**src/verilog/dpll_cfg_map.svh**
```systemverilog
// Purpose: offsets, field positions, reset values for the address and pll input registers
// Assumes: byte-wide registers reached by a serial-interface register port
// Notes:   definitions only
`ifndef DPLL_CFG_MAP_SVH
`define DPLL_CFG_MAP_SVH

`define OFS_OWN_ADDR      8'h06
`define OFS_SER_RSVD      8'h07
`define OFS_REF_FB_SEL    8'h08
`define OFS_PRIMARY_REF   8'h09
`define OFS_REF_DIS_STATE 8'h0a
`define OFS_PREDIV_HIGH   8'h0b
`define OFS_PREDIV_MID    8'h0c
`define OFS_PREDIV_LOW    8'h0d

`define RST_ADDR_UPPER    5'h1f
`define RST_REF_CHOICE    3'h0
`define RST_FB_CHOICE     3'h0
`define RST_REVERTIVE     1'h1
`define RST_SWITCHOVER_PHASE_BEHAVIOUR        1'h1
`define RST_PRIMARY       1'h0
`define RST_EXCLUDE       1'h0
`define RST_STATE_CTRL    2'h0
`define RST_PREDIV        21'h000000

`define BIT_REF1_EXCLUDE  5
`define BIT_REF0_EXCLUDE  4

`endif

```
**src/verilog/dpll_cfg_pkg.sv**
```systemverilog
// Purpose: shared types of the address and pll input register slice
// Assumes: nothing beyond the map header
// Notes:   modes are enums, configuration travels as one packed struct
package dpll_cfg_pkg;

  typedef enum logic [2:0] {
    REF_AUTO       = 3'h0,
    REF_BY_GPIO    = 3'h1,
    REF_FORCE_0    = 3'h4,
    REF_FORCE_1    = 3'h5
  } ref_choice_t;

  typedef enum logic [1:0] {
    ST_AUTO        = 2'h0,
    ST_FREE_RUN    = 2'h1,
    ST_NORMAL      = 2'h2,
    ST_HELD_FREQ   = 2'h3
  } state_ctrl_t;

  typedef struct packed {
    logic [2:0]  pll_reference_choice;
    logic [2:0]  pll_feedback_choice;
    logic        revertive_switch_enable;
    logic        switchover_phase_behaviour;
    logic        primary_reference_choice;
    logic        reference1_exclude;
    logic        reference0_exclude;
    logic [1:0]  state_ctrl;
    logic [20:0] reference0_predivider;
  } pll_cfg_t;

  typedef struct packed {
    logic       wr;
    logic       rd;
    logic [7:0] addr;
    logic [7:0] wdata;
  } reg_req_t;

endpackage

```
**src/verilog/pll_mode_decode.sv**
```systemverilog
// Purpose: decode the reference-select and state-control codes into one-hot controls
// Assumes: codes come straight from the register file
// Notes:   illegal reference codes fall back to automatic and raise a flag
`include "dpll_cfg_map.svh"
module pll_mode_decode (
  input  wire logic [2:0] ref_code_in,
  input  wire logic [1:0] state_code_in,
  input  wire logic       primary_in,
  output logic            ref_auto_out,
  output logic            ref_gpio_out,
  output logic            force_ref0_out,
  output logic            force_ref1_out,
  output logic            ref_code_bad_out,
  output logic            primary_is_ref1_out,
  output logic [3:0]      state_force_out
);
  wire ref_is_legal;

  // unused codes are treated as automatic so the loop never loses its reference
  assign ref_is_legal     = (ref_code_in == dpll_cfg_pkg::REF_AUTO) || (ref_code_in == dpll_cfg_pkg::REF_BY_GPIO) ||
                            (ref_code_in == dpll_cfg_pkg::REF_FORCE_0) ||
                            (ref_code_in == dpll_cfg_pkg::REF_FORCE_1);
  assign ref_code_bad_out = !ref_is_legal;
  assign ref_auto_out     = !ref_is_legal || (ref_code_in == dpll_cfg_pkg::REF_AUTO);
  assign ref_gpio_out     = (ref_code_in == dpll_cfg_pkg::REF_BY_GPIO);
  assign force_ref0_out   = (ref_code_in == dpll_cfg_pkg::REF_FORCE_0);
  assign force_ref1_out   = (ref_code_in == dpll_cfg_pkg::REF_FORCE_1);
  // 0 = clock 0 primary, 1 = clock 1 primary
  assign primary_is_ref1_out = primary_in;

  // one-hot: auto, free running, normal, held frequency
  assign state_force_out = 4'h1 << state_code_in;
endmodule

```
**src/verilog/dpll_input_regs.sv**
```systemverilog
// Purpose: own-address register and digital pll input control registers
// Assumes: byte register port from the serial-interface engine, clock_in 20 MHz
// Notes:   all outputs registered; strap pins sampled each cycle
//
// Contract
// - writable address bits 6:2, bit 7 zero
// - address bits 1:0 mirror strap pins, read-only
// - generic power-up address is 1111100b
// - register 08 holds pll_reference_feedback_select, revert, mode
// - primary ref, disables, state, 21-bit predivider
// - reference-select codes decode; unused codes avoided; unused codes are stored and decode as automatic with ref_code_bad_out set
// - state field forces free-run, normal, held_frequency_state
// - primary bit picks clock 0 or 1
// - predivider sets ref 0 ratio, resets zero
`include "dpll_cfg_map.svh"
module dpll_input_regs (
  input  wire logic                     clock_in,
  input  wire logic                     rst_in,
  input  wire dpll_cfg_pkg::reg_req_t   req_in,
  input  wire logic                     address_strap_pin_1_in,
  input  wire logic                     address_strap_pin_0_in,
  output logic [7:0]                    rdata_out,
  output logic                          rvalid_out,
  output logic [6:0]                    own_bus_target_address_out,
  output dpll_cfg_pkg::pll_cfg_t        pll_cfg_out,
  output logic                          ref_auto_out,
  output logic                          ref_gpio_out,
  output logic                          force_ref0_out,
  output logic                          force_ref1_out,
  output logic                          ref_code_bad_out,
  output logic                          primary_is_ref1_out,
  output logic [3:0]                    state_force_out
);
  logic [4:0]             addr_upper_ff;
  logic [1:0]             strap_ff;
  dpll_cfg_pkg::pll_cfg_t cfg_ff;
  logic [7:0]             rdata_ff;
  logic                   rvalid_ff;
  logic                   ref_auto_ff;
  logic                   ref_gpio_ff;
  logic                   force_ref0_ff;
  logic                   force_ref1_ff;
  logic                   ref_code_bad_ff;
  logic                   primary_ff;
  logic [3:0]             state_force_ff;

  wire                    wr_own;
  wire                    wr_sel;
  wire                    wr_pri;
  wire                    wr_dis;
  wire                    wr_ph;
  wire                    wr_pm;
  wire                    wr_pl;
  wire                    sel_own;
  wire                    sel_refs;
  wire                    sel_pri;
  wire                    sel_dis;
  wire                    sel_ph;
  wire                    sel_pm;
  wire                    sel_pl;
  wire [7:0]              nxt_rdata;
  dpll_cfg_pkg::pll_cfg_t nxt_cfg;
  wire                    dec_auto;
  wire                    dec_gpio;
  wire                    dec_f0;
  wire                    dec_f1;
  wire                    dec_bad;
  wire                    dec_pri;
  wire [3:0]              dec_state;

  // offset decode shared by write strobes and read mux, so the two cannot drift apart
  assign sel_own  = (req_in.addr == `OFS_OWN_ADDR);
  assign sel_refs = (req_in.addr == `OFS_REF_FB_SEL);
  assign sel_pri  = (req_in.addr == `OFS_PRIMARY_REF);
  assign sel_dis  = (req_in.addr == `OFS_REF_DIS_STATE);
  assign sel_ph   = (req_in.addr == `OFS_PREDIV_HIGH);
  assign sel_pm   = (req_in.addr == `OFS_PREDIV_MID);
  assign sel_pl   = (req_in.addr == `OFS_PREDIV_LOW);

  // write strobes per register; unmapped offsets are ignored
  assign wr_own = req_in.wr && sel_own;
  assign wr_sel = req_in.wr && sel_refs;
  assign wr_pri = req_in.wr && sel_pri;
  assign wr_dis = req_in.wr && sel_dis;
  assign wr_ph  = req_in.wr && sel_ph;
  assign wr_pm  = req_in.wr && sel_pm;
  assign wr_pl  = req_in.wr && sel_pl;

  // reserved bits of each written byte are dropped, so they cannot disturb fields
  always_comb begin
    nxt_cfg = cfg_ff;
    if (wr_sel) begin
      nxt_cfg.pll_reference_choice       = req_in.wdata[7:5];
      nxt_cfg.pll_feedback_choice        = req_in.wdata[4:2];
      nxt_cfg.revertive_switch_enable    = req_in.wdata[1];
      nxt_cfg.switchover_phase_behaviour = req_in.wdata[0];
    end
    if (wr_pri) begin
      nxt_cfg.primary_reference_choice = req_in.wdata[0];
    end
    if (wr_dis) begin
      nxt_cfg.reference1_exclude = req_in.wdata[`BIT_REF1_EXCLUDE];
      nxt_cfg.reference0_exclude = req_in.wdata[`BIT_REF0_EXCLUDE];
      nxt_cfg.state_ctrl         = req_in.wdata[1:0];
    end
    // most significant byte at the lowest offset
    if (wr_ph) begin
      nxt_cfg.reference0_predivider[20:16] = req_in.wdata[4:0];
    end
    if (wr_pm) begin
      nxt_cfg.reference0_predivider[15:8] = req_in.wdata;
    end
    if (wr_pl) begin
      nxt_cfg.reference0_predivider[7:0] = req_in.wdata;
    end
  end

  // read mux; reserved bits and unmapped offsets return zero
  assign nxt_rdata =
    sel_own  ? {1'b0, addr_upper_ff, strap_ff} :
    sel_refs ? {cfg_ff.pll_reference_choice, cfg_ff.pll_feedback_choice,
                cfg_ff.revertive_switch_enable,
                cfg_ff.switchover_phase_behaviour} :
    sel_pri  ? {7'h00, cfg_ff.primary_reference_choice} :
    sel_dis  ? {2'h0, cfg_ff.reference1_exclude, cfg_ff.reference0_exclude,
                2'h0, cfg_ff.state_ctrl} :
    sel_ph   ? {3'h0, cfg_ff.reference0_predivider[20:16]} :
    sel_pm   ? cfg_ff.reference0_predivider[15:8] :
    sel_pl   ? cfg_ff.reference0_predivider[7:0] :
               8'h00;

  pll_mode_decode pll_mode_decode_i (
    .ref_code_in         (nxt_cfg.pll_reference_choice),
    .state_code_in       (nxt_cfg.state_ctrl),
    .primary_in          (nxt_cfg.primary_reference_choice),
    .ref_auto_out        (dec_auto),
    .ref_gpio_out        (dec_gpio),
    .force_ref0_out      (dec_f0),
    .force_ref1_out      (dec_f1),
    .ref_code_bad_out    (dec_bad),
    .primary_is_ref1_out (dec_pri),
    .state_force_out     (dec_state)
  );

  // programmable upper address; generic power-up value completes 1111100b with straps low
  always_ff @(posedge clock_in) begin
    if (rst_in) begin
      addr_upper_ff <= `RST_ADDR_UPPER;
    end else if (wr_own) begin
      addr_upper_ff <= req_in.wdata[6:2];
    end
  end

  // strap pins follow the pins every cycle; writes never reach them
  always_ff @(posedge clock_in) begin
    if (rst_in) begin
      strap_ff <= 2'h0;
    end else begin
      strap_ff <= {address_strap_pin_1_in, address_strap_pin_0_in};
    end
  end

  // configuration store
  always_ff @(posedge clock_in) begin
    if (rst_in) begin
      cfg_ff.pll_reference_choice       <= `RST_REF_CHOICE;
      cfg_ff.pll_feedback_choice        <= `RST_FB_CHOICE;
      cfg_ff.revertive_switch_enable    <= `RST_REVERTIVE;
      cfg_ff.switchover_phase_behaviour <= `RST_SWITCHOVER_PHASE_BEHAVIOUR;
      cfg_ff.primary_reference_choice   <= `RST_PRIMARY;
      cfg_ff.reference1_exclude         <= `RST_EXCLUDE;
      cfg_ff.reference0_exclude         <= `RST_EXCLUDE;
      cfg_ff.state_ctrl                 <= `RST_STATE_CTRL;
      cfg_ff.reference0_predivider      <= `RST_PREDIV;
    end else begin
      cfg_ff <= nxt_cfg;
    end
  end

  // decoded controls registered alongside the store so they line up with pll_cfg_out
  always_ff @(posedge clock_in) begin
    if (rst_in) begin
      ref_auto_ff     <= 1'b1;
      ref_gpio_ff     <= 1'b0;
      force_ref0_ff   <= 1'b0;
      force_ref1_ff   <= 1'b0;
      ref_code_bad_ff <= 1'b0;
      primary_ff      <= 1'b0;
      state_force_ff  <= 4'h1;
    end else begin
      ref_auto_ff     <= dec_auto;
      ref_gpio_ff     <= dec_gpio;
      force_ref0_ff   <= dec_f0;
      force_ref1_ff   <= dec_f1;
      ref_code_bad_ff <= dec_bad;
      primary_ff      <= dec_pri;
      state_force_ff  <= dec_state;
    end
  end

  // read data one cycle after the request
  always_ff @(posedge clock_in) begin
    if (rst_in) begin
      rdata_ff  <= 8'h00;
      rvalid_ff <= 1'b0;
    end else begin
      rdata_ff  <= req_in.rd ? nxt_rdata : rdata_ff;
      rvalid_ff <= req_in.rd;
    end
  end

  assign rdata_out                  = rdata_ff;
  assign rvalid_out                 = rvalid_ff;
  assign own_bus_target_address_out = {addr_upper_ff, strap_ff};
  assign pll_cfg_out                = cfg_ff;
  assign ref_auto_out               = ref_auto_ff;
  assign ref_gpio_out               = ref_gpio_ff;
  assign force_ref0_out             = force_ref0_ff;
  assign force_ref1_out             = force_ref1_ff;
  assign ref_code_bad_out           = ref_code_bad_ff;
  assign primary_is_ref1_out        = primary_ff;
  assign state_force_out            = state_force_ff;
endmodule

```
**config.mk**
```make
export PLATFORM = sky130hd
export DESIGN_NAME = dpll_input_regs
export DESIGN_NICKNAME = d
export VERILOG_FILES = /design/src/verilog/dpll_cfg_pkg.sv /design/src/verilog/pll_mode_decode.sv /design/src/verilog/dpll_input_regs.sv
export VERILOG_INCLUDE_DIRS = /design/src /design/src/verilog
export SDC_FILE = /design/constraint.sdc
export NUM_CORES = 1
export LEC_CHECK = 0
export ABC_AREA = 1
export BUFFER_PORTS_ARGS = -buffer_cell sky130_fd_sc_hd__buf_2
export CORE_MARGIN = 3
export CORE_UTILIZATION = 50
export DETAILED_ROUTE_END_ITERATION = 12
export GPL_ROUTABILITY_DRIVEN = 0
export PLACE_DENSITY = 0.81
export SYNTH_ARGS = -nofsm -noshare
export SYNTH_HDL_FRONTEND = slang
export SYNTH_SLANG_ARGS = --single-unit
```
**constraint.sdc**
```tcl
create_clock -name clock_in -period 1.4 [get_ports clock_in]
set_input_delay 0.14 -clock clock_in [delete_from_list [all_inputs] [get_ports clock_in]]
set_output_delay 0.14 -clock clock_in [all_outputs]
set_load 0.02 [all_outputs]
```
== Word-level counts from Yosys, hierarchy flattened ==
Cells that the tools add are included.
Operators by class
  equality and inequality tests: 10
  shift-type cells: 1
  reductions and logical operators: 13
  multiplexer cells: 10
Operators with widths (number)
  $mux 8: 8
  $eq 8x4->1 const B: 6
  $eq 8x3->1 const B: 1
  $logic_and 1x1->1: 7
  $eq 3x3->1 const B: 2
  $logic_or 1x1->1: 4
  $shl 1x2->4 const A: 1
  $eq 3x1->1 const B: 1
  $logic_not 3->1: 1
  $mux 2: 1
  $logic_not 1->1: 1
  $mux 1: 1
Word-level totals
  logic and storage cells: 55
  register bits: 59

== Depth between registers and ports, before layout ==
Gate-level depths: netlist of the first run.
  word-level depth: 9
  depth in mapped cells: 12
  depth with buffers taken out: 11

== Modules after synthesis ==
Synthesis of the first run repeated with hierarchy kept, for this count alone.
Unflattened totals
  cells, all modules: 374
  area, all modules: 2770.2 um^2
By module, submodules not included
  dpll_input_regs: cells each 357, sequential area each 1201.2 um^2, instances 1, area each 2701.3 um^2
  pll_mode_decode: cells each 17, sequential area each 0.0 um^2, instances 1, area each 68.8 um^2

== Least setup slack after synthesis of the first run ==
No wires, ideal clock.
  path kind: input port to flip-flop
  from: in req_in[15] in the netlist's numbering
  to: reg cfg_ff (netlist bit pll_cfg_out[0])
  required time: 1.280 ns
  cell stages on the path: 10
  slack: 0.182 ns
  arrival time: 1.098 ns
  setup time: 0.120 ns
  buffers on the path: 2
  cells stage by stage: inv_1 nand2_2 nor2_4 buf_6 nand2_1 inv_1 buf_6 nand2_2 o21ai_0 a21oi_1
Between the ends
  cells in the longest elaborated chain, start to end: 2
Ends and longest elaborated chain
  from (decl): line dpll_input_regs.sv:19  | input wire dpll_cfg_pkg::reg_req_t req_in,
  $eq 8x4->1 (no line)
  $logic_and 1x1->1: line dpll_input_regs.sv:87  | assign wr_pl = req_in.wr && sel_pl;
  to (signal assigned): line dpll_input_regs.sv:176  | cfg_ff <= nxt_cfg;
  to (decl): line dpll_input_regs.sv:36  | dpll_cfg_pkg::pll_cfg_t cfg_ff;
No other way between the ends.
A chain may end at the register's enable or synchronous reset.

== Final worst setup path of the first run ==
  from: in req_in[15] in the netlist's numbering
  to: reg rdata_ff[4], in the netlist rdata_out[4]
Between the ends
  cells in the longest elaborated chain, start to end: 8
  elaborated cells between the ends (all ways): 14
  those cells by class: eq/ne: 7; mux: 7
Ends and longest elaborated chain
  $eq 8x4->1 (no line)
  $mux 8: line dpll_input_regs.sv:129  | sel_pl ? cfg_ff.reference0_predivider[7:0] :
  $mux 8: line dpll_input_regs.sv:128  | sel_pm ? cfg_ff.reference0_predivider[15:8] :
  $mux 8: line dpll_input_regs.sv:127  | sel_ph ? {3'h0, cfg_ff.reference0_predivider[20:16]} :
  $mux 8: line dpll_input_regs.sv:125  | sel_dis ? {2'h0, cfg_ff.reference1_exclude, cfg_ff.reference0_exclude,
  $mux 8: line dpll_input_regs.sv:124  | sel_pri ? {7'h00, cfg_ff.primary_reference_choice} :
  $mux 8: line dpll_input_regs.sv:121  | sel_refs ? {cfg_ff.pll_reference_choice, cfg_ff.pll_feedback_choice,
  $mux 8 (*): line dpll_input_regs.sv:120  | sel_own ? {1'b0, addr_upper_ff, strap_ff} :
  to (signal assigned): line dpll_input_regs.sv:207  | rdata_ff <= req_in.rd ? nxt_rdata : rdata_ff;
  to (decl): line dpll_input_regs.sv:37  | logic [7:0] rdata_ff;
Mark *: on every way between the ends. The rest lies on a longest branch, timed or not.

==> flow_metrics.env, run 1 <==
export IMPL_mostFrequentLayoutCells="buf_2, nand2_1, dfxtp_1"
export IMPL_p_sw_frac=0.222
export IMPL_antenna_found_initial=0
export IMPL_dp_hpwl_mm=5.45
export IMPL_crit_path_end_kind="flip-flop"
export IMPL_cts_buffer_depth=2
export IMPL_die_w_um=77.8
export IMPL_tightest_slew_ns=0.293
export IMPL_synthCells=348
export IMPL_start_util=0.531
export IMPL_worst_ep_arrival_time_ns=1.32
export IMPL_pwr_share_seq=0.467
export IMPL_final_cells=518
export IMPL_synth_seq_cells=58
export IMPL_drtAntennaViolNets=0
export IMPL_maxCapViolations=0
export IMPL_crit_path_max_incr_delay_ns=0.27
export IMPL_clk_pin_slew_ns=0.06
export IMPL_place_worst_setup_slack_ns=-0.0353
export IMPL_top_usage_layer="met2"
export IMPL_syn_nets=370
export IMPL_synthDistinctLibCells=32
export IMPL_final_cell_area_um2=3360
export IMPL_worstPathRequired_ns=1.62
export IMPL_p_int_uw=2770
export IMPL_path_cells="buf_2 > inv_1 > nand2_2 > nor2_4 > buf_12 > nand4_2 > o21ai_0 > inv_1 > nand2_1 > a21oi_1"
export IMPL_met1_usage=0.310
export IMPL_report_final_slew_viol_count=0
export IMPL_final_common_cell="buf_2"
export IMPL_combPwrFrac=0.061
export IMPL_layout_min_cycle_time_ns=1.11
export IMPL_routedWlPerCell_um=14.1
export IMPL_syn2layout_area_growth_pct=30.5
export IMPL_vias=2701
export IMPL_drt_wl_total_mm=7.28
export IMPL_core_um2=4850
export IMPL_cts_tree="built"
export IMPL_fin_tns_setup_ns=0
export IMPL_cts_buffers_inserted=9
export IMPL_p_sw_uw=791
export IMPL_clock_skew_ns=0.00394
export IMPL_ios=82
export IMPL_critPathBufInv=4
export IMPL_ys_warn_count=0
export IMPL_power_density_nw_per_um2=1060
export IMPL_min_from="address_strap_pin_1_in"
export IMPL_setup_violations=0
export IMPL_hold_end="strap_ff[1]"
export IMPL_place_area_um2=3130
export IMPL_rows=25
export IMPL_die_area_um2=6050
export IMPL_dr_first_iter_drc_count=237
export IMPL_seq_area_frac_synth=0.451
export IMPL_root_buffer="clkbuf_8"
export IMPL_cts_setup_buffers=0
export IMPL_slew_headroom=0.803
export IMPL_crit_slowest_cell="o21ai_0"
export IMPL_crit_top_cell="inv_1"
export IMPL_grt_pass1_vias=2600
export IMPL_ff2ff_setup_slack_ns=0.34
export IMPL_fin_nets=469
export IMPL_criticalPathCategory="input port to flip-flop"
export IMPL_first_pass_iters=5
export IMPL_h_tree_depth=3
export IMPL_post_route_period_util=0.790
export IMPL_rsz0062_at_grt="no"
export IMPL_grt_met3_usage=0.0742
export IMPL_fillCellCount=412
export IMPL_cts_sinks=58
export IMPL_p_clk_frac=0.472
export IMPL_cp_max_fo=15
export IMPL_layout_drive_gt1_share=0.326
export IMPL_finalWorstSetupSlack_ns=0.295
export IMPL_hold_class="input port to flip-flop"
export IMPL_outcome="finished clean"
export IMPL_met2_usage=0.422
export IMPL_reg2reg_from="pll_cfg_out[8]"
export IMPL_post_route_util=0.693
export IMPL_critPathTopFamily="simple AND/OR/NAND/NOR gates"
export IMPL_rr_worst_depth=6
export IMPL_r2r_end="rdata_out[0]"
export IMPL_placed_cells=502
export IMPL_drc=0
export IMPL_start_kind="input port"
export IMPL_grt_pass1_wl_mm=12.0
export IMPL_whs_path_depth=3
export IMPL_antennaDiodeCount=0
export IMPL_leakagePower_uw=0.00166
export IMPL_synth_area_um2=2570
export IMPL_postSynthAreaPerCell_um2=7.40
export IMPL_die_y_um=77.8
export IMPL_vdd_drop_max_mv=1.06
export IMPL_drt_vias_per_instance=5.21
export IMPL_grt_usage=0.252
export IMPL_max_freq_mhz=905
export IMPL_overflow=0
export IMPL_port_buffers=81
export IMPL_final_hold_viol_count=0
export IMPL_grt_start_max_net_pins=26
export IMPL_clock_latency_ns=0.33
layer usage:
layer | vias to the layer above | wire length [µm] | part of all wire
met5 | - | 0 | 0
met4 | 0 | 153 | 0.021
met3 | 17 | 607 | 0.083
met2 | 136 | 3490 | 0.48
met1 | 1219 | 3030 | 0.42
li1 | 1329 | - | -
sequential cells by signal, indices dropped and copies added, names as in the netlist:
name / flops
strap_ff: 2
addr_upper_ff: 5
ref_gpio_out: 1
force_ref0_out: 1
pll_cfg_out: 33
state_force_out: 4
ref_auto_out: 1
force_ref1_out: 1
rvalid_out: 1
primary_is_ref1_out: 1
rdata_out: 8
synth_stat cells, drive strengths merged:
cell type	instances	area share
nor2	46	0.082
nand4	6	0.017
dfxtp	58	0.45
o311a	1	0.0039
or2	1	0.0024
nor3b	1	0.0049
a21oi	27	0.052
o211ai	3	0.0087
nand3	30	0.063
nor3	2	0.0058
buf	10	0.032
o221ai	1	0.0034
and3	1	0.0024
clkinv	2	0.0034
nand2	85	0.14
inv	35	0.052
o21ai	34	0.072
clkbuf	5	0.0073
how the worst max path moves through the flow:
stage                     endpoint  slack [ns]  cells after the start        from
floorplan           pll_cfg_out[0]        0.18                     10  req_in[15]
global placement    force_ref1_out      -0.002                     13  req_in[15]
detailed placement  force_ref1_out       -0.04                     13  req_in[15]
CTS                 force_ref1_out        0.30                     13  req_in[15]
global route        force_ref1_out        0.15                     13  req_in[12]
finish                rdata_out[4]        0.29                     10  req_in[15]
area by class of cell:
type	count	area, µm²	share of cell area
sequential	58	1160	0.346
multi-input combinational	238	1170	0.348
inverter	37	143	0.0425
timing repair buffer	103	586	0.174
clock buffer	10	138	0.0410
tap	67	83.8	0.0250
clock inverter	5	78.8	0.0235
power groups by stage:
stage               clock [µW]  combinational [µW]  sequential (µW)
floorplan                    0                 104             1710
detailed placement           0                 209             1700
finish                    1680                 216             1660
CTS                       1700                 213             1660
global route              1790                 235             1660
global placement             0                 205             1700
cells by family (layout without fill, tap and decap cells):
| logic type | Yosys count | in the layout | share of synthesized area |
|---|---|---|---|
| compound gates | 66 | 66 | 0.140 |
| buf+inv | 52 | 155 | 0.0947 |
| flops | 58 | 58 | 0.451 |
| simple gates | 172 | 172 | 0.314 |
worst min-delay path: cells and delay by family:
kind          cells  cell delay (ns)
simple gates      1             0.06
buf+inv           2             0.10
per-stage QoR:
step,hold slack [ns],total power (µW)
after floorplan,0.247,1810
after CTS,0.00224,3580
after detailed placement,0.348,1910
final,0.0120,3560
after global placement,0.340,1900
after global routing,0.0242,3680
repair_timing:
action | 4_1_cts | 5_1_grt
endpoints found under the setup margin | 0 | 0
hold buffers | 1 | 0
hold endpoints to repair | 1 | 0
gates resized for setup | 0 | 0
(Power assumes the default switching activity.)
==> inputs of run 2 (changes only) <==
clock period = 1.15 ns   (was 1.4 ns; I/O delays follow)
==> flow_metrics.env, run 2 (synthesis gave the netlist of run 1 again) <==
export IMPL_cts_buffer_depth=2
export IMPL_placed_cells=516
export IMPL_maxCapViolations=0
export IMPL_fillCellCount=334
export IMPL_die_w_um=77.8
export IMPL_crit_path_end_kind="flip-flop"
export IMPL_violations="setup timing"
export IMPL_antennaDiodeCount=0
export IMPL_cp_max_fo=7
export IMPL_drtAntennaViolNets=0
export IMPL_start_kind="input port"
export IMPL_dr_first_iter_drc_count=310
export IMPL_worst_ep_arrival_time_ns=1.50
export IMPL_hold_class="input port to flip-flop"
export IMPL_rr_worst_depth=6
export IMPL_h_tree_depth=3
export IMPL_crit_path_end="rdata_out[1]"
export IMPL_ios=82
export IMPL_final_common_cell="buf_2"
export IMPL_start_util=0.531
export IMPL_syn2layout_area_growth_pct=44.6
export IMPL_finalWorstSetupSlack_ns=-0.0722
export IMPL_vias=2952
export IMPL_clock_latency_ns=0.35
export IMPL_fin_nets=495
export IMPL_overflow=0
export IMPL_cts_buffers_inserted=9
export IMPL_crit_start="req_in[14]"
export IMPL_power_density_nw_per_um2=1190
export IMPL_ff2ff_setup_slack_ns=0.02
export IMPL_tightest_slew_ns=0.333
export IMPL_grt_start_max_net_pins=26
export IMPL_setup_violations=1
export IMPL_max_freq_mhz=818
export IMPL_mostFrequentLayoutCells="buf_2, nand2_1, dfxtp_1"
export IMPL_rsz0062_at_grt="yes"
export IMPL_die_area_um2=6050
export IMPL_routedWlPerCell_um=15.5
export IMPL_drt_vias_per_instance=5.43
export IMPL_cts_tree="built"
export IMPL_final_cell_area_um2=3720
export IMPL_core_um2=4850
export IMPL_layout_min_cycle_time_ns=1.22
export IMPL_vdd_drop_max_mv=0.904
export IMPL_grt_usage=0.264
export IMPL_outcome="complete, but fails checks"
export IMPL_die_y_um=77.8
export IMPL_first_pass_iters=5
export IMPL_final_hold_viol_count=0
export IMPL_dp_hpwl_mm=5.71
export IMPL_layout_drive_gt1_share=0.384
export IMPL_port_buffers=81
export IMPL_cts_sinks=58
export IMPL_drt_wl_total_mm=8.45
export IMPL_clock_skew_ns=0.00557
export IMPL_antenna_found_initial=0
export IMPL_reg2reg_from="pll_cfg_out[22]"
export IMPL_final_cells=544
export IMPL_largest_register_ff_count=33
export IMPL_clk_pin_slew_ns=0.07
export IMPL_post_route_period_util=1.06
export IMPL_drc=0
export IMPL_grt_pass1_vias=2654
export IMPL_leakagePower_uw=0.00183
export IMPL_root_buffer="clkbuf_8"
export IMPL_place_area_um2=3290
export IMPL_criticalPathCategory="input port to flip-flop"
export IMPL_r2r_end="rdata_out[1]"
export IMPL_report_final_slew_viol_count=0
export IMPL_worstPathRequired_ns=1.43
export IMPL_grt_pass1_wl_mm=12.5
export IMPL_slew_headroom=0.778
export IMPL_rows=25
[run 2: cell count changes in the layout (fill, tap and decap cells not counted), sizes merged]
| cell | change |
|---|---|
| dlygate4sd3 | +1 |
| inv | -1 |
| clkinv | +1 |
| buf | +25 |
[run 2: repair_timing]
| action | in CTS | in global routing |
|---|---|---|
| resized for setup | 3 | 26 |
| hold buffers | 2 | 0 |
| setup endpoints to repair | 10 | 38 |
| endpoints found under the hold margin | 2 | 0 |
| pin swaps | 2 | 10 |
| setup buffers | 2 | 9 |
[run 2: worst min path at each step]
stage	to	cells past startpoint	startpoint
2_1_floorplan	strap_ff[0]	2	address_strap_pin_0_in
3_3_place_gp	strap_ff[1]	3	address_strap_pin_1_in
3_5_place_dp	strap_ff[0]	3	address_strap_pin_0_in
4_1_cts	pll_cfg_out[6]	3	req_in[6]
5_1_grt	pll_cfg_out[1]	3	req_in[1]
6_report	pll_cfg_out[1]	3	req_in[1]
[run 2: layout make-up]
class | count | area, µm² | share of cell area
clock inverters | 5 | 78.8 | 0.0212
flip-flops and latches | 58 | 1160 | 0.312
multi-input cells | 238 | 1270 | 0.342
well taps | 67 | 83.8 | 0.0225
inverters | 37 | 163 | 0.0437
repair buffers | 129 | 827 | 0.222
clock buffers | 10 | 138 | 0.0370
[run 2: stage by stage]
step / utilization / worst slack, ns / power, µW / hold WS (ns) / setup TNS (ns)
floorplan: - / -0.0133 / 2220 / 0.222 / -0.0265
global placement: 0.679 / -0.383 / 2350 / 0.315 / -12.80
detailed placement: 0.679 / -0.399 / 2360 / 0.334 / -14.65
CTS: 0.733 / -0.0000474 / 4400 / 0.0699 / -0.0000474
global route: 0.768 / -0.103 / 4560 / 0.0844 / -0.523
finish: 0.768 / -0.0722 / 4440 / 0.0752 / -0.0722
[run 2: routing by layer]
layer  global-route usage  up-vias  wire length, µm
li1                     -     1388                -
met3               0.0615       37              720
met4                0.123        0              292
met5                    0        -                0
met2                0.441      165             4050
met1                0.320     1362             3390
[run 2: power breakdown]
part | total, µW | internal (µW) | leakage [µW] | switching (µW)
Clock | 2080 | 1260 | 0.000112 | 823
Sequential | 2020 | 2020 | 0.000468 | 4.58
Combinational | 333 | 121 | 0.00125 | 213
[run 2: worst max-delay path, cell delays in order]
cell     delay (ns)
buf_2          0.11
inv_2          0.05
nand2_2        0.06
nor2_4         0.21
buf_6          0.17
buf_4          0.13
nand3_1        0.08
nand2_1        0.09
nor2_1         0.04
o21ai_1        0.23
nand2_1        0.08
a21oi_1        0.12
==> inputs of run 3 (changes only) <==
CORE_UTILIZATION = 51   (was 50)
SYNTH_HIERARCHICAL = 1   (was not set)
==> flow_metrics.env, run 3 <==
export IMPL_multi_input_area_um2=1370
export IMPL_ff2ff_setup_slack_ns=0
export IMPL_clock_latency_ns=0.35
export IMPL_start_kind="input port"
export IMPL_max_freq_mhz=843
export IMPL_r2r_end="ref_gpio_out"
export IMPL_slew_headroom=0.814
export IMPL_synthCells=374
export IMPL_h_tree_depth=3
export IMPL_drtAntennaViolNets=0
export IMPL_overflow=0
export IMPL_crit_path_end_kind="flip-flop"
export IMPL_tightest_slew_ns=0.278
export IMPL_synth_most_common_cell="nand2_1"
export IMPL_rows=26
export IMPL_fin_tns_setup_ns=-0.0915
export IMPL_die_w_um=79.7
export IMPL_ios=82
export IMPL_synthDistinctLibCells=34
export IMPL_synth_area_leaders="dfxtp_1, nand2_1, a21oi_1, nor2_1, inv_1"
export IMPL_grt_usage=0.268
export IMPL_power_density_nw_per_um2=1090
export IMPL_grt_start_max_net_pins=40
export IMPL_synth_seq_cells=60
export IMPL_grt_pass1_vias=2808
export IMPL_worst_ep_arrival_time_ns=1.48
export IMPL_drt_vias_per_instance=5.10
export IMPL_drc=0
export IMPL_grt_pass1_wl_mm=12.9
export IMPL_post_route_period_util=1.03
export IMPL_worstPathRequired_ns=1.44
export IMPL_synth_enable_flop_cells=0
export IMPL_synth_ff_type="dfxtp_1"
export IMPL_die_area_um2=6350
export IMPL_root_buffer="clkbuf_8"
export IMPL_async_flop_share=0
export IMPL_hold_class="input port to flip-flop"
export IMPL_core_um2=5170
export IMPL_layout_drive_gt1_share=0.412
export IMPL_rsz0062_at_grt="yes"
export IMPL_criticalPathCategory="input port to flip-flop"
export IMPL_die_y_um=79.7
export IMPL_fillCellCount=399
export IMPL_rr_worst_depth=9
export IMPL_violations="setup timing"
export IMPL_synth_common_cells="nand2_1, dfxtp_1, nor2_1"
export IMPL_vias=2945
export IMPL_synth_area_um2=2770
export IMPL_postSynthAreaPerCell_um2=7.41
export IMPL_clock_skew_ns=0.00523
export IMPL_antennaDiodeCount=0
export IMPL_leakagePower_uw=0.00192
export IMPL_place_worst_setup_slack_ns=-0.421
export IMPL_dr_first_iter_drc_count=193
export IMPL_syn2layout_area_growth_pct=41.1
export IMPL_clk_pin_slew_ns=0.07
export IMPL_antenna_found_initial=0
export IMPL_crit_path_end="ref_gpio_out"
export IMPL_cts_buffers_inserted=9
export IMPL_largest_register_ff_count=34
export IMPL_report_final_slew_viol_count=0
export IMPL_crit_start="req_in[13]"
export IMPL_finalWorstSetupSlack_ns=-0.0361
export IMPL_yosysTopAreaCell="dfxtp_1"
export IMPL_synth_top_cell_area_share=0.434
export IMPL_layout_min_cycle_time_ns=1.19
export IMPL_first_pass_iters=4
export IMPL_setup_violations=4
export IMPL_cp_max_fo=5
export IMPL_final_common_cell="nand2_1"
export IMPL_seqCellArea_um2=1200
export IMPL_final_hold_viol_count=0
export IMPL_cts_sinks=60
export IMPL_ys_warn_count=6
export IMPL_cts_buffer_depth=2
export IMPL_mostFrequentLayoutCells="nand2_1, buf_2, dfxtp_1"
export IMPL_seq_area_frac_synth=0.434
export IMPL_outcome="complete, but fails checks"
export IMPL_dp_hpwl_mm=5.69
export IMPL_cts_tree="built"
export IMPL_drt_wl_total_mm=8.08
export IMPL_syn_nets=396
export IMPL_reg2reg_from="pll_cfg_out[32]"
export IMPL_vdd_drop_max_mv=0.849
export IMPL_routedWlPerCell_um=14.0
export IMPL_port_buffers=81
export IMPL_fin_nets=524
export IMPL_start_util=0.536
export IMPL_maxCapViolations=0
## run 3: repair_timing
item	in CTS	in global routing
pin swaps	3	10
gates resized for setup	14	25
buffers inserted	4	2
hold buffers	2	0
setup endpoints to repair	4	22
endpoints found under the hold margin	2	0
## run 3: cell type report
| type | count | area share |
|---|---|---|
| Multi-Input combinational cell | 253 | 0.350 |
| Sequential cell | 60 | 0.308 |
| Timing Repair Buffer | 130 | 0.223 |
| Inverter | 48 | 0.0487 |
| Clock buffer | 12 | 0.0423 |
| Tap cell | 70 | 0.0224 |
| Clock inverter | 4 | 0.00576 |
## run 3: worst min path at each step
| stage | start | cells after the start | end | slack (ns) |
|---|---|---|---|---|
| finish | req_in[4] | 3 | pll_cfg_out[23] | 0.07 |
| global route | req_in[4] | 3 | pll_cfg_out[23] | 0.08 |
| CTS | req_in[4] | 3 | pll_cfg_out[23] | 0.06 |
| detailed placement | address_strap_pin_1_in | 3 | strap_ff[1] | 0.32 |
| global placement | address_strap_pin_0_in | 3 | strap_ff[0] | 0.32 |
| floorplan | address_strap_pin_0_in | 2 | strap_ff[0] | 0.22 |
## run 3: worst max-delay path: stages
cell     delay, ns
buf_8         0.10
nor2_4        0.14
nand3_4       0.12
nor2_8        0.11
inv_4         0.05
nor2_8        0.15
inv_4         0.07
o21ai_4       0.14
inv_2         0.05
inv_2         0.06
buf_4         0.11
nand2_1       0.04
nor2_1        0.09
inv_1         0.04
nor2_1        0.07
## run 3: metrics by stage
| step | area [µm²] | utilization | hold WS (ns) | std cells | total power (µW) |
|---|---|---|---|---|---|
| floorplan | 2770 | - | 0.222 | 374 | 2300 |
| global placement | 3540 | 0.684 | 0.317 | 553 | 2450 |
| detailed placement | 3540 | 0.684 | 0.324 | 553 | 2460 |
| CTS | 3820 | 0.739 | 0.0587 | 575 | 4250 |
| global route | 3910 | 0.755 | 0.0751 | 577 | 4380 |
| finish | 3910 | 0.755 | 0.0655 | 577 | 4270 |
## run 3: power breakdown
part | total (µW) | internal (µW) | switching (µW)
combinational | 358 | 141 | 217
sequential | 2090 | 2090 | 5.92
clock | 1810 | 946 | 867
total | 4270 | 3180 | 1090
## run 3: kinds of logic (layout without fill, tap and decap cells)
logic type / after synthesis / after routing / synth area share
simple gates: 187 / 187 / 0.337
compound gates: 66 / 66 / 0.137
buf+inv: 61 / 194 / 0.0921
flops: 60 / 60 / 0.434
## run 3: metal layers
metal,vias up,part of all wire,GRT usage
met5,-,0,0
met4,0,0.027,0.122
met3,22,0.085,0.0722
met2,126,0.49,0.444
met1,1360,0.40,0.322
li1,1437,-,-
